--- src/hdl/pin_control_defines.vh ---
// constants for the attach and low-power indicator pin control block
// assumes a plain register port and one 200 MHz clock
`ifndef PIN_CONTROL_DEFINES_VH
`define PIN_CONTROL_DEFINES_VH
`define HWCFG_OFFSET      12'h0010
`define BIT_PROTECT       12
`define BIT_EMUL          13
`define BIT_RESERVED      11
`define BIT_BUF_TYPE      10
`define BIT_ATTACH_EN     9
`define BIT_ATTACH_POL    8
`define SEL_HI            7
`define SEL_LO            6
`define BIT_SUSP_POL      5
`define PROT_MASK         32'h0000_37E0
`define WRITE_MASK        32'h0000_37E0
`define FIELD_RESET       32'h0000_0000
`endif

--- src/hdl/sleep_state_decode.v ---
// low-power indicator decode from sleep state and selection field
// assumes sleep state inputs are synchronous one-hot or zero levels
`timescale 1ns/10ps
module sleep_state_decode
(
   input  wire [1:0] select_in,
   input  wire       state_zero_in,
   input  wire       state_one_in,
   input  wire       state_two_in,
   input  wire       state_three_in,
   input  wire       detached_in,
   output wire       assert_out
);
   // each code widens the set of states; no emulation or memory gating here
   assign assert_out = state_two_in
      | ((select_in != 2'h0) & (state_one_in | detached_in))
      | (select_in[1] & state_zero_in)
      | ((select_in == 2'h3) & state_three_in);
endmodule // sleep_state_decode

--- src/hdl/pin_control.v ---
// hardware configuration register bank driving attach and low-power pins
// assumes synchronous inputs, one clock, and a board pull-up for open drain
`timescale 1ns/10ps
`include "pin_control_defines.vh"
module pin_control
(
   // clock and power-on reset
   input  wire        clock_in,
   input  wire        resetn_in,
   // soft resets and the configuration image they reload
   input  wire        usb_reset_in,
   input  wire        lite_soft_reset_in,
   input  wire        image_valid_in,
   input  wire [31:0] image_in,
   // device status levels
   input  wire        hsic_mode_in,
   input  wire        attaching_in,
   input  wire        reattaching_in,
   input  wire        cable_detached_in,
   input  wire        sleep_state_zero_in,
   input  wire        sleep_state_one_in,
   input  wire        sleep_state_two_in,
   input  wire        sleep_state_three_in,
   // register port
   input  wire [11:0] addr_in,
   input  wire [31:0] wdata_in,
   input  wire        write_in,
   input  wire        read_in,
   output reg  [31:0] rdata_out,
   // pins
   output wire        attach_pin_out,
   output wire        attach_pin_oe_out,
   output wire        low_power_pin_out,
   output wire        descriptor_emulation_enable_out
);
   // ***************************************************************
   // field masks
   // ***************************************************************
   // bits 13, 12 and 10:5 are the only ones this bank stores
   localparam [31:0] STORE_MASK  = `WRITE_MASK;
   // protected fields are the ones a soft reset may reload
   localparam [31:0] RELOAD_MASK = `PROT_MASK;

   // ***************************************************************
   // register storage
   // ***************************************************************
   reg  [31:0] cfg_q;
   reg  [31:0] cfg_d;
   reg  [31:0] rdata_d;
   reg         hit;
   wire        soft_reset;
   wire [31:0] reload_word;
   wire [31:0] write_word;
   wire        sleep_assert;
   reg         low_power_level;
   wire        attach_active;
   reg         attach_level;

   // ***************************************************************
   // field views of the stored word
   // ***************************************************************
   wire        buf_push_pull;
   wire        attach_enable;
   wire        attach_polarity;
   wire [1:0]  sleep_select;
   wire        sleep_polarity;
   wire        protect;
   wire        emulation;

   // one name per field so the pin logic reads like the register map
   assign buf_push_pull   = cfg_q[`BIT_BUF_TYPE];
   assign attach_enable   = cfg_q[`BIT_ATTACH_EN];
   assign attach_polarity = cfg_q[`BIT_ATTACH_POL];
   assign sleep_select    = cfg_q[`SEL_HI:`SEL_LO];
   assign sleep_polarity  = cfg_q[`BIT_SUSP_POL];
   assign protect         = cfg_q[`BIT_PROTECT];
   assign emulation       = cfg_q[`BIT_EMUL];

   // ***************************************************************
   // address decode
   // ***************************************************************
   // one register lives here; every other offset reads zero
   always @*
   begin
      if (addr_in == `HWCFG_OFFSET)
      begin
         hit = 1'b1;
      end
      else
      begin
         hit = 1'b0;
      end
   end

   // ***************************************************************
   // write and reload words
   // ***************************************************************
   assign soft_reset = usb_reset_in | lite_soft_reset_in;

   // per bit: only mapped bits pass; reserved bit 11 is never stored
   genvar bit_idx;
   generate
      for (bit_idx = 0; bit_idx < 32; bit_idx = bit_idx + 1)
      begin : g_mask
         assign write_word[bit_idx]  = STORE_MASK[bit_idx] & wdata_in[bit_idx];
         // no image means zeros
         assign reload_word[bit_idx] = RELOAD_MASK[bit_idx]
                                       & image_valid_in & image_in[bit_idx];
      end
   endgenerate

   // soft reset beats a same-cycle write; protection freezes every field against soft reset, not against writes
   always @*
   begin
      cfg_d = cfg_q;
      if (soft_reset)
      begin
         if (!protect)
         begin
            cfg_d = reload_word;
         end
      end
      else if (write_in && hit)
      begin
         cfg_d = write_word;
      end
   end

   // power-on reset clears everything, protection or not
   always @(posedge clock_in or negedge resetn_in)
   begin
      if (!resetn_in)
      begin
         cfg_q <= `FIELD_RESET;
      end
      else
      begin
         cfg_q <= cfg_d;
      end
   end

   // ***************************************************************
   // read path
   // ***************************************************************
   // zero unless the strobe hits the register
   always @*
   begin
      if (read_in && hit)
      begin
         rdata_d = cfg_q;
      end
      else
      begin
         rdata_d = 32'h0000_0000;
      end
   end

   // read data stand for exactly the cycle after the strobe
   always @(posedge clock_in or negedge resetn_in)
   begin
      if (!resetn_in)
      begin
         rdata_out <= 32'h0000_0000;
      end
      else
      begin
         rdata_out <= rdata_d;
      end
   end

   // ***************************************************************
   // low-power indicator pin
   // ***************************************************************
   // which sleep states assert the pin; emulation plays no part
   sleep_state_decode u_decode
   (
      .select_in      (sleep_select),
      .state_zero_in  (sleep_state_zero_in),
      .state_one_in   (sleep_state_one_in),
      .state_two_in   (sleep_state_two_in),
      .state_three_in (sleep_state_three_in),
      .detached_in    (cable_detached_in),
      .assert_out     (sleep_assert)
   );

   // polarity turns the logical assert into a pin level
   always @*
   begin
      if (sleep_polarity)
      begin
         low_power_level = sleep_assert;
      end
      else
      begin
         low_power_level = ~sleep_assert;
      end
   end
   assign low_power_pin_out = low_power_level;

   // ***************************************************************
   // attach request pin
   // ***************************************************************
   // attach function only exists in hsic mode
   assign attach_active = hsic_mode_in & attach_enable
                          & (attaching_in | reattaching_in);

   // outside hsic polarity falls back to active low, so the idle level is high
   always @*
   begin
      if (hsic_mode_in && attach_polarity)
      begin
         attach_level = attach_active;
      end
      else
      begin
         attach_level = ~attach_active;
      end
   end

   // open drain only pulls low; the board pull-up makes the high level
   assign attach_pin_out    = attach_level;
   assign attach_pin_oe_out = buf_push_pull | ~attach_level;

   // stored only; nothing in this block acts on it
   assign descriptor_emulation_enable_out = emulation;
endmodule // pin_control

--- config.mk ---
export PLATFORM = sky130hd
export DESIGN_NAME = pin_control
export DESIGN_NICKNAME = d
export VERILOG_FILES = /design/src/hdl/sleep_state_decode.v /design/src/hdl/pin_control.v
export VERILOG_INCLUDE_DIRS = /design/src /design/src/hdl
export SDC_FILE = /design/constraint.sdc
export NUM_CORES = 1
export LEC_CHECK = 0
export BUFFER_PORTS_ARGS = -buffer_cell sky130_fd_sc_hd__buf_2
export CORE_MARGIN = 2
export CORE_UTILIZATION = 31
export DETAILED_ROUTE_END_ITERATION = 7
export PLACE_DENSITY = 0.79
export RECOVER_POWER = 100
export SLEW_MARGIN = 10
export SYNTH_ARGS = -nofsm -noshare
export SYNTH_HDL_FRONTEND = slang
export SYNTH_SLANG_ARGS = --single-unit
--- constraint.sdc ---
create_clock -name clock_in -period 1.5 [get_ports clock_in]
set_input_delay 0.075 -clock clock_in [delete_from_list [all_inputs] [get_ports clock_in]]
set_output_delay 0.075 -clock clock_in [all_outputs]
set_load 0.01 [all_outputs]
# ---- After elaboration in Yosys (flattened, before gate mapping)
# Cells that the tools add are included.
dict set report op_classes {
  n_eq_ne 3
  mux 7
  bitwise_logic 23
  reduce_logical 6
}
# cell count
set ops {}
lappend ops {{two-way mux 32 bit} 4}
lappend ops {{bitwise AND 1 bit} 13}
lappend ops {{equality test 12 x 5 -> 1 bit, second input constant} 1}
lappend ops {{bitwise OR 1 bit} 7}
lappend ops {{nonzero test 2 bit} 2}
lappend ops {{logical AND 1 bit} 3}
lappend ops {{two-way mux 1 bit} 3}
lappend ops {{inverter 1 bit} 3}
lappend ops {{equality test 2 bit, second input constant} 1}
lappend ops {{inequality test 2 bit, second input constant} 1}
lappend ops {{AND reduction 2 bit} 1}
dict set report totals {
  register_bits 64
  in_bits 91
  wordCells 42
}

# ---- Logic depth before layout (Yosys ltp)
# Gate-level depths: netlist of the first run.
dict set report logic_depth {
  ltp_word 7
  ltp_mapped 5
  ltp_nobuf 4
}

# ---- Modules after synthesis
# A second synthesis of the first run with hierarchy kept.
dict set report unflattened {
  hier_cells 88
  hier_area_um2 982.2
}
# mod n_inst cells_each area_per_inst_um2
set by_module_without_submodules {}
lappend by_module_without_submodules {pin_control 1 85 957.2}
lappend by_module_without_submodules {sleep_state_decode 1 3 25.0}

# ---- Worst setup path before layout of the first run
# OpenSTA, ideal clock, no wires.
dict set report synth_path {
  kind {register to register}
  startpoint {register cfg_q[12]}
  endpoint {register cfg_q[13]}
  setup_time_ns 0.064
  arrival_time_ns 1.206
  slack_ns 0.230
  path_stages_with_launch 4
  n_path_buf 0
  synth_period_minus_slack_ns 1.270
  path_cell_list {dfrtp_1 nor3b_1 a22o_1 mux2_4}
}
dict set report synth_between {
  elab_chain_cells 2
}
# item line
set synth_rtl {}
lappend synth_rtl {{start, declared} pin_control.v:47} ;# reg [31:0] cfg_q;
lappend synth_rtl {{start signal, assigned} pin_control.v:134} ;# cfg_q <= `FIELD_RESET;
lappend synth_rtl {{start signal, assigned} pin_control.v:138} ;# cfg_q <= cfg_d;
lappend synth_rtl {{inequality test 2 bit (no source line)} --}
lappend synth_rtl {{AND reduction 2 bit (no source line)} --}
# No other way between the ends.
# A chain may end at the register's enable or synchronous reset.

# ---- Worst setup path after layout of the first run
dict set report layout_path {
  startpoint {register cfg_q[6]}
  endpoint {output low_power_pin_out}
}
dict set report layout_between {
  elab_chain_cells 7
}
# item line
set layout_rtl {}
lappend layout_rtl {{nonzero test 2 bit} sleep_state_decode.v:16} ;# | ((select_in != 2'h0) & (state_one_in | detached_in))
lappend layout_rtl {{bitwise AND 1 bit} sleep_state_decode.v:16}
lappend layout_rtl {{bitwise OR 1 bit} sleep_state_decode.v:16}
lappend layout_rtl {{bitwise OR 1 bit} sleep_state_decode.v:17} ;# | (select_in[1] & state_zero_in)
lappend layout_rtl {{bitwise OR 1 bit *} sleep_state_decode.v:18} ;# | ((select_in == 2'h3) & state_three_in);
lappend layout_rtl {{inverter 1 bit} pin_control.v:195} ;# low_power_level = ~sleep_assert;
lappend layout_rtl {{two-way mux 1 bit *} pin_control.v:189} ;# if (sleep_polarity)
lappend layout_rtl {{end, declared} pin_control.v:33} ;# output wire low_power_pin_out,
# Mark *: on every way between the ends. The rest lies on a longest branch, timed or not.

==> results.cfg, run 1 <==
[synth]
synth-async-reset-ratio_pct = 100
syn_area_um2 = 973
synth_fp_nets = 178
synth-edff-count = 0
syn_avg_cell_area_um2 = 11.2
synthFlopType = dfrtp_1
ys_ff_latch = 17
yosysUniqueCellTypes = 25
yosysWarnings = 0
ys_seq_area_share_pct = 43.7
netlist_instances = 87

[hold_path]
hold_end = cfg_q[12]
hold_class = input port to flop
hold_start = wdata_in[12]
hold_path_depth = 3

[global_route]
antenna_found_initial = 0
grt_max_degree = 25
grt_overflow = 0
grt_pass1_vias = 736
track_usage_pct = 11.8
grt_util_met2_pct = 20.3
top_usage_layer = met2
grt_pass1_wl_mm = 3.07
use_met1_pct = 13.3
use_met3_pct = 4.55

[cells_and_area]
diodes = 0
multi_input_area_um2 = 345
layout_common_cells = 42 x buf_2, 36 x clkbuf_1, 17 x dfrtp_1
nFillCells = 333
areaGrowthSynthToFinish_pct = 29.9
fin_cells = 196
final_common_cell = buf_2
fin_nets = 244
seqCellArea_um2 = 425
drive_gt1_share_pct = 38.8

[setup_path]
cp_data_required_time_ns = 1.42
cp.buffers_inverters = 1
worstRegToRegCells = 4
reg2reg_slack_ns = 0.14
path_delay_family = flip-flops
cp_slowest_cell = dfrtp_1
r2r-end = cfg_q[6]
startpoint_type = flop
worstPathMaxFanout = 3
crit_chain = o22a_1, a211oi_2, xor2_1, buf_2
crit_path_max_incr_delay_ns = 0.41
worst-setup-path-type = flop to output pin
r2r-start = cfg_q[12]
crit_start = cfg_q[6]
crit_cells = 4
end_kind = output pin
crit_arrival_ns = 1.36

[sta]
tightest_slew_ns = 0.855
rsz0062_at_grt = true
layout_setup_ws_ns = 0.0623
min_period_ns = 1.44
slew_viol_final = 0
setup_tns_ns = 0
worst_clock_skew_ns = 0.00748
period_share_pct = 95.8
maxSlewHeadroom_pct = 43.0
fmax_mhz = 696
setup_viol = 0
hold_viol = 0
finalHoldWorstSlack_ns = 0.0491

[floorplanning]
ios = 127
die_h_um = 60.0
start_util_pct = 32.1
fp.dieW_um = 60.0
die_area_mm2 = 0.00360
fp.coreArea_mm2 = 0.00303
rows = 20

[placed_design]
port_buffers = 78
dp_cells = 189
dpl_worst_slack_ns = 0.0147
gp_routability_congestion = 0.707
dp_hpwl_mm = 1.74

[detailed_routing]
vias = 840
firstDrtPassIters = 3
drcViolationCount = 0
routed_wirelength_mm = 2.08
ant_nets = 0
post_drt_wl_per_cell_um = 10.6
drt_iter0_drc = 4
vias_per_cell = 4.29

[clock_tree]
cts_buffers = 3
root_buffer = clkbuf_4
clk_latency_ns = 0.28
cts_sinks = 17
cts_tree = built
cts_max_level = 1
clockBufferDepth = 2
path_clk_slew_ns = 0.09

[power]
powerDensity_mw_per_mm2 = 841
p_leak_uw = 0.000667
max-vdd-ir-drop_mv = 0.264

[flow_run]
max-cap-violations = 0

[run_status]
outcome = completed
cells in the mapped netlist (all sizes together), types with 2 or more instances:
library cell | count | share of area (%)
nor4 | 2 | 1.3
dfrtp | 17 | 44
mux2 | 7 | 11
o21ai | 2 | 1.0
buf | 25 | 19
a22o | 7 | 6.3
nor2 | 2 | 0.77
and3 | 10 | 6.4
worst register-to-register path, stage by stage, from the launching register on:
cell      delay [ns]
dfrtp_1         0.42
nor2_1          0.11
a31o_1          0.12
clkbuf_1        0.25
mux2_1          0.36
worst max path at each step:
stage / slack (ns) / end
global route: -0.06 / low_power_pin_out
detailed placement: 0.01 / cfg_q[6]
global placement: 0.10 / cfg_q[6]
CTS: 0.02 / low_power_pin_out
floorplan: 0.23 / cfg_q[13]
finish: 0.06 / low_power_pin_out
layer usage:
metal | part of all wire [%] | wire [µm]
met5 | 0 | 0
met4 | 0.63 | 13
met3 | 15 | 307
met2 | 45 | 937
met1 | 39 | 820
sequential cells by signal (all words and copies together), names as in the netlist:
name and flops:
rdata_out 9, cfg_q 8
cell families after synthesis:
family	count (synthesis)	share of synthesized area (%)
flip-flops	17	43.7
AND/OR/NAND/NOR	19	11.8
other	1	0.385
XOR/XNOR	2	1.80
buffers and inverters	27	20.2
multiplexers	7	10.8
AO/OA/AOI/OAI	14	11.3
report_power, final:
group,leakage [µW],internal (µW),total (µW),switching (µW)
Clock,0.0000177,98.6,226,127
Sequential,0.000225,502,542,40.4
Combinational,0.000424,164,295,131
Total,0.000667,765,1060,299
timing repair:
action	4_1_cts	5_1_grt
pin swaps	1	1
endpoints found under the setup margin	1	1
hold buffers	1	0
buffers inserted	2	0
gates resized for setup	1	0
endpoints found under the hold margin	17	0
final cells by class:
type,count,share of cell area [%]
timing repair buffer,87,32.2
sequential,17,33.6
multi-input combinational,43,27.3
clock inverter,1,0.396
tap,44,4.35
clock buffer,3,1.78
inverter,1,0.297
per-stage QoR:
| stage | utilization, % | instance area, µm² | total power [µW] |
|---|---|---|---|
| after global placement | 42.0 | 1270 | 843 |
| after CTS | 43.9 | 1330 | 1110 |
| after floorplan | - | 973 | 743 |
| after detailed placement | 42.0 | 1270 | 853 |
| after global routing | 41.8 | 1260 | 1140 |
| final | 41.8 | 1260 | 1060 |
No activity file was read; power rests on OpenSTA's default activity.
==> inputs of run 2 (changes only) <==
--- a/config.mk
+++ b/config.mk
@@ -8,9 +8,9 @@
 export LEC_CHECK = 0
 export BUFFER_PORTS_ARGS = -buffer_cell sky130_fd_sc_hd__buf_2
 export CORE_MARGIN = 2
-export CORE_UTILIZATION = 31
+export CORE_UTILIZATION = 25
 export DETAILED_ROUTE_END_ITERATION = 7
-export PLACE_DENSITY = 0.79
+export PLACE_DENSITY = 0.66
 export RECOVER_POWER = 100
 export SLEW_MARGIN = 10
 export SYNTH_ARGS = -nofsm -noshare
==> results.cfg, run 2 (synthesized netlist as in run 1, its figures left out) <==
[run_status]
outcome = completed

[cells_and_area]
top_regs = rdata_out (9), cfg_q (8)
multi_input_area_um2 = 338
drive_gt1_share_pct = 35.5
areaGrowthSynthToFinish_pct = 31.2
diodes = 0
layout_common_cells = 42 x buf_2, 39 x clkbuf_1, 17 x dfrtp_1
largest_reg_flops = 9
fin_nets = 244
largest-register = rdata_out
postLayoutCellArea_mm2 = 0.00128
nFillCells = 437
fin_cells = 200
final_common_cell = buf_2
seqCellArea_um2 = 425

[sta]
maxSlewHeadroom_pct = 42.4
rsz0062_at_grt = false
setup_tns_ns = 0
tightest_slew_ns = 0.863
slew_viol_final = 0
min_period_ns = 1.42
period_share_pct = 94.5
worst_clock_skew_ns = 0.00126
fmax_mhz = 705
finalHoldWorstSlack_ns = 0.0784
setup_viol = 0
hold_viol = 0

[global_route]
antenna_found_initial = 0
track_usage_pct = 9.66
use_met1_pct = 11.5
use_met3_pct = 2.73
grt_pass1_wl_mm = 3.22
grt_max_degree = 25
top_usage_layer = met2
grt_overflow = 0
grt_util_met2_pct = 16.6
grt_pass1_vias = 783

[clock_tree]
clk_latency_ns = 0.24
cts_tree = built
path_clk_slew_ns = 0.06
clockBufferDepth = 2
cts_max_level = 1
cts_buffers = 3
cts_sinks = 17
root_buffer = clkbuf_8

[setup_path]
crit_start = cfg_q[6]
crit_arrival_ns = 1.34
r2r-start = cfg_q[12]
reg2reg_slack_ns = 0.15
r2r-end = cfg_q[9]
worstRegToRegCells = 4
end_kind = output pin
cp_data_required_time_ns = 1.42
worst-setup-path-type = flop to output pin
startpoint_type = flop
worstPathMaxFanout = 3

[detailed_routing]
post_drt_wl_per_cell_um = 10.5
drcViolationCount = 0
firstDrtPassIters = 4
vias_per_cell = 4.27
drt_iter0_drc = 13
ant_nets = 0
vias = 854
routed_wirelength_mm = 2.11

[floorplanning]
start_util_pct = 26.2
ios = 127
fp.dieW_um = 66.4
die_area_mm2 = 0.00441
die_h_um = 66.4
fp.coreArea_mm2 = 0.00372
rows = 22

[placed_design]
gp_routability_congestion = 0.670
dpl_cell_area_mm2 = 0.00128
dp_cells = 193
port_buffers = 78

[power]
powerDensity_mw_per_mm2 = 904
max-vdd-ir-drop_mv = 0.246
p_leak_uw = 0.000664
power_uw = 1150

[hold_path]
hold_path_depth = 3
hold_start = wdata_in[12]
hold_end = cfg_q[12]
hold_class = input port to flop

[flow_run]
max-cap-violations = 0
## run 2: cell counts in the layout (fill, tap and decap cells not counted)
Identical to the previous run, type by type.
## run 2: metrics by stage
stage	util (%)	setup slack, ns
final	34.4	0.0821
after global routing	34.4	0.00605
after CTS	36.2	0.0174
after detailed placement	34.3	0.0593
after global placement	34.3	0.0857
after floorplan	-	0.230
## run 2: timing repair
| action | in CTS | in global routing |
|---|---|---|
| hold buffers | 1 | 0 |
| pin swaps | 0 | 1 |
| hold endpoints to repair | 17 | 0 |
| setup endpoints to repair | 1 | 1 |
| gates resized for setup | 1 | 0 |
| buffers inserted | 1 | 1 |
## run 2: worst max-delay path by stage
stage	endpoint	slack (ns)	cells past startpoint
floorplan	cfg_q[13]	0.23	3
global placement	cfg_q[10]	0.09	6
detailed placement	cfg_q[9]	0.06	6
CTS	low_power_pin_out	0.02	4
global route	low_power_pin_out	0.006	4
finish	low_power_pin_out	0.08	4
## run 2: cell type report
class	instances	area share [%]
clock buffer	3	3.23
tap	48	4.70
timing repair buffer	87	31.6
sequential	17	33.3
multi-input combinational	43	26.4
clock inverter	1	0.392
inverter	1	0.294
## run 2: power by group
| group | switching [µW] | leakage (µW) | internal (µW) |
|---|---|---|---|
| clock | 142 | 0.0000255 | 184 |
| combinational | 130 | 0.000413 | 154 |
| sequential | 43.0 | 0.000225 | 503 |
## run 2: per-layer routing
metal  vias to the layer above  wire, µm
met5                         -         0
met4                         0         8
met3                         2       323
met2                        70       929
met1                       368       845
li1                        414         -
## run 2: worst max-delay path, stage by stage (launching register included)
cell and delay, ns:
dfrtp_1 0.40, a21o_1 0.17, a211oi_2 0.23, xor2_1 0.15, buf_2 0.14
==> inputs of run 3 (changes only) <==
--- a/config.mk
+++ b/config.mk
@@ -6,11 +6,11 @@
 export SDC_FILE = /design/constraint.sdc
 export NUM_CORES = 1
 export LEC_CHECK = 0
+export ABC_AREA = 1
 export BUFFER_PORTS_ARGS = -buffer_cell sky130_fd_sc_hd__buf_2
 export CORE_MARGIN = 2
 export CORE_UTILIZATION = 25
 export DETAILED_ROUTE_END_ITERATION = 7
-export PLACE_DENSITY = 0.66
 export RECOVER_POWER = 100
 export SLEW_MARGIN = 10
 export SYNTH_ARGS = -nofsm -noshare
==> results.cfg, run 3 <==
[synth]
synth-edff-count = 0
ys_seq_area_share_pct = 40.4
synth_top_cell_by_area = dfrtp_1
yosysUniqueCellTypes = 19
yosys.cell_count.top_type = nand2_1
syn_area_mm2 = 0.00105
synth_common_cells = 31 x nand2_1, 24 x buf_4, 23 x nand3_1
synthFlopType = dfrtp_1
netlist_instances = 140
synth_top_cells_by_area = dfrtp_1 40%, buf_4 17%, nand2_1 11%
yosysWarnings = 0
ys_ff_latch = 17
synth_fp_nets = 231
synth-async-reset-ratio_pct = 100
synth_top_cell_area_share_pct = 40.4
syn_avg_cell_area_um2 = 7.53

[setup_path]
r2r-start = cfg_q[12]
worst-setup-path-type = flop to output pin
reg2reg_slack_ns = 0.33
startpoint_type = flop
cp_data_required_time_ns = 1.42
crit_arrival_ns = 1.26
r2r-end = cfg_q[9]
worstRegToRegCells = 5
worstPathMaxFanout = 4
end_kind = output pin

[sta]
min_period_ns = 1.33
worst_clock_skew_ns = 0.00256
maxSlewHeadroom_pct = 41.3
rsz0062_at_grt = false
hold_viol = 0
tightest_slew_ns = 0.881
period_share_pct = 89.0
fmax_mhz = 749
setup_viol = 0
slew_viol_final = 0
setup_tns_ns = 0

[clock_tree]
cts_max_level = 1
cts_tree = built
path_clk_slew_ns = 0.06
cts_buffers = 3
clockBufferDepth = 2
cts_sinks = 17
root_buffer = clkbuf_8
ctsResizeCount = 0
postCtsHoldBufs = 1
post-cts-setup-buffer-count = 0
clk_latency_ns = 0.24

[cells_and_area]
largest-register = rdata_out
nFillCells = 462
largest_reg_flops = 9
diodes = 0
layout_common_cells = 41 x buf_2, 33 x clkbuf_1, 31 x nand2_1
areaGrowthSynthToFinish_pct = 27.1
top_regs = rdata_out (9), cfg_q (8)
drive_gt1_share_pct = 27.6
final_common_cell = buf_2
fin_nets = 291

[global_route]
antenna_found_initial = 0
grt_max_degree = 25
grt_pass1_wl_mm = 3.42
track_usage_pct = 9.47
grt_pass1_vias = 867
grt_overflow = 0

[placed_design]
port_buffers = 78
dp_hpwl_mm = 1.77
gp_routability_congestion = 0.712

[run_status]
outcome = completed

[hold_path]
hold_class = input port to flop
hold_start = wdata_in[12]
hold_end = cfg_q[12]
hold_path_depth = 5

[power]
power_uw = 1160
intPower_uw = 813
p_leak_uw = 0.000731
p_sw_share_pct = 30.1
max-vdd-ir-drop_mv = 0.309
p_switching_uw = 351
powerDensity_mw_per_mm2 = 869
combinationalPowerShare_pct = 25.3
p_clk_share_pct = 28.4
p_seq_share_pct = 46.3

[detailed_routing]
ant_nets = 0
drcViolationCount = 0
vias_per_cell = 4.04
routed_wirelength_mm = 2.14
vias = 1005
post_drt_wl_per_cell_um = 8.60
drt_iter0_drc = 19
firstDrtPassIters = 4

[floorplanning]
rows = 23
fp.coreArea_mm2 = 0.00403
die_h_um = 68.9
ios = 127
start_util_pct = 26.1
die_area_mm2 = 0.00475
fp.dieW_um = 68.9

[flow_run]
max-cap-violations = 0
## run 3: changes by cell type in the layout (fill, tap and decap cells not counted), sizes merged, moves of 2 or more
cell,delta
a22o,-7
and3,-10
buf,-6
inv,+13
mux2,-7
nand2,+31
nand3,+23
nor2,+16
nor4,-2
o21ai,+2
## run 3: cell families (layout without fill, tap and decap cells)
group / count (synthesis) / count (layout) / synth area share [%]
AOI/OAI and AO/OA: 7 / 7 / 3.68
other: 1 / 1 / 0.356
xor gates and xnor gates: 1 / 1 / 0.832
buffers and inverters: 38 / 97 / 22.1
and+or+nand+nor: 76 / 76 / 32.7
DFF: 17 / 17 / 40.4
## run 3: worst max-delay path by stage
stage             startpoint                end  cells past startpoint
2_1_floorplan  rdata_out[25]      rdata_out[11]                      1
3_3_place_gp        cfg_q[6]  low_power_pin_out                      6
3_5_place_dp        cfg_q[6]  low_power_pin_out                      6
4_1_cts             cfg_q[6]  low_power_pin_out                      6
5_1_grt        rdata_out[25]      rdata_out[28]                      1
6_report            cfg_q[6]  low_power_pin_out                      6
## run 3: power groups by stage
stage / Clock (µW) / Combinational (µW) / Sequential (µW)
floorplan: 0 / 211 / 542
finish: 331 / 294 / 539
global route: 358 / 345 / 549
detailed placement: 0 / 310 / 548
global placement: 0 / 307 / 546
CTS: 336 / 313 / 539
## run 3: cell type report
| class | instances | area (µm²) | share of cell area (%) |
|---|---|---|---|
| clock buffers | 4 | 45.0 | 3.36 |
| multi-input cells | 85 | 393 | 29.3 |
| well taps | 50 | 62.6 | 4.67 |
| flip-flops and latches | 17 | 425 | 31.8 |
| inverters | 14 | 52.6 | 3.93 |
| repair buffers | 79 | 360 | 26.9 |
## run 3: critical path: stages (launching register included)
cell      delay (ns)
dfrtp_1         0.41
nand2_1         0.07
inv_1           0.03
o21ai_0         0.13
nand3b_1        0.10
xor2_1          0.13
clkbuf_2        0.14
## run 3: routing by layer
layer  vias up  routed length (µm)  GRT usage (%)
met4         0                   8           2.21
met2        47                1030           18.4
met3         2                 191           2.44
met1       424                 913           10.1
li1        532                   -              -
met5         -                   0              0
## run 3: metrics by stage
step	instances	utilization [%]	setup WS, ns	area (µm²)	hold WS, ns
floorplan	140	-	0.508	1050	-0.221
global placement	244	32.9	0.428	1330	0.0139
detailed placement	244	32.9	0.419	1330	0.0142
CTS	249	34.3	0.149	1380	0.157
global route	249	33.2	0.0324	1340	0.187
finish	249	33.2	0.165	1340	0.149
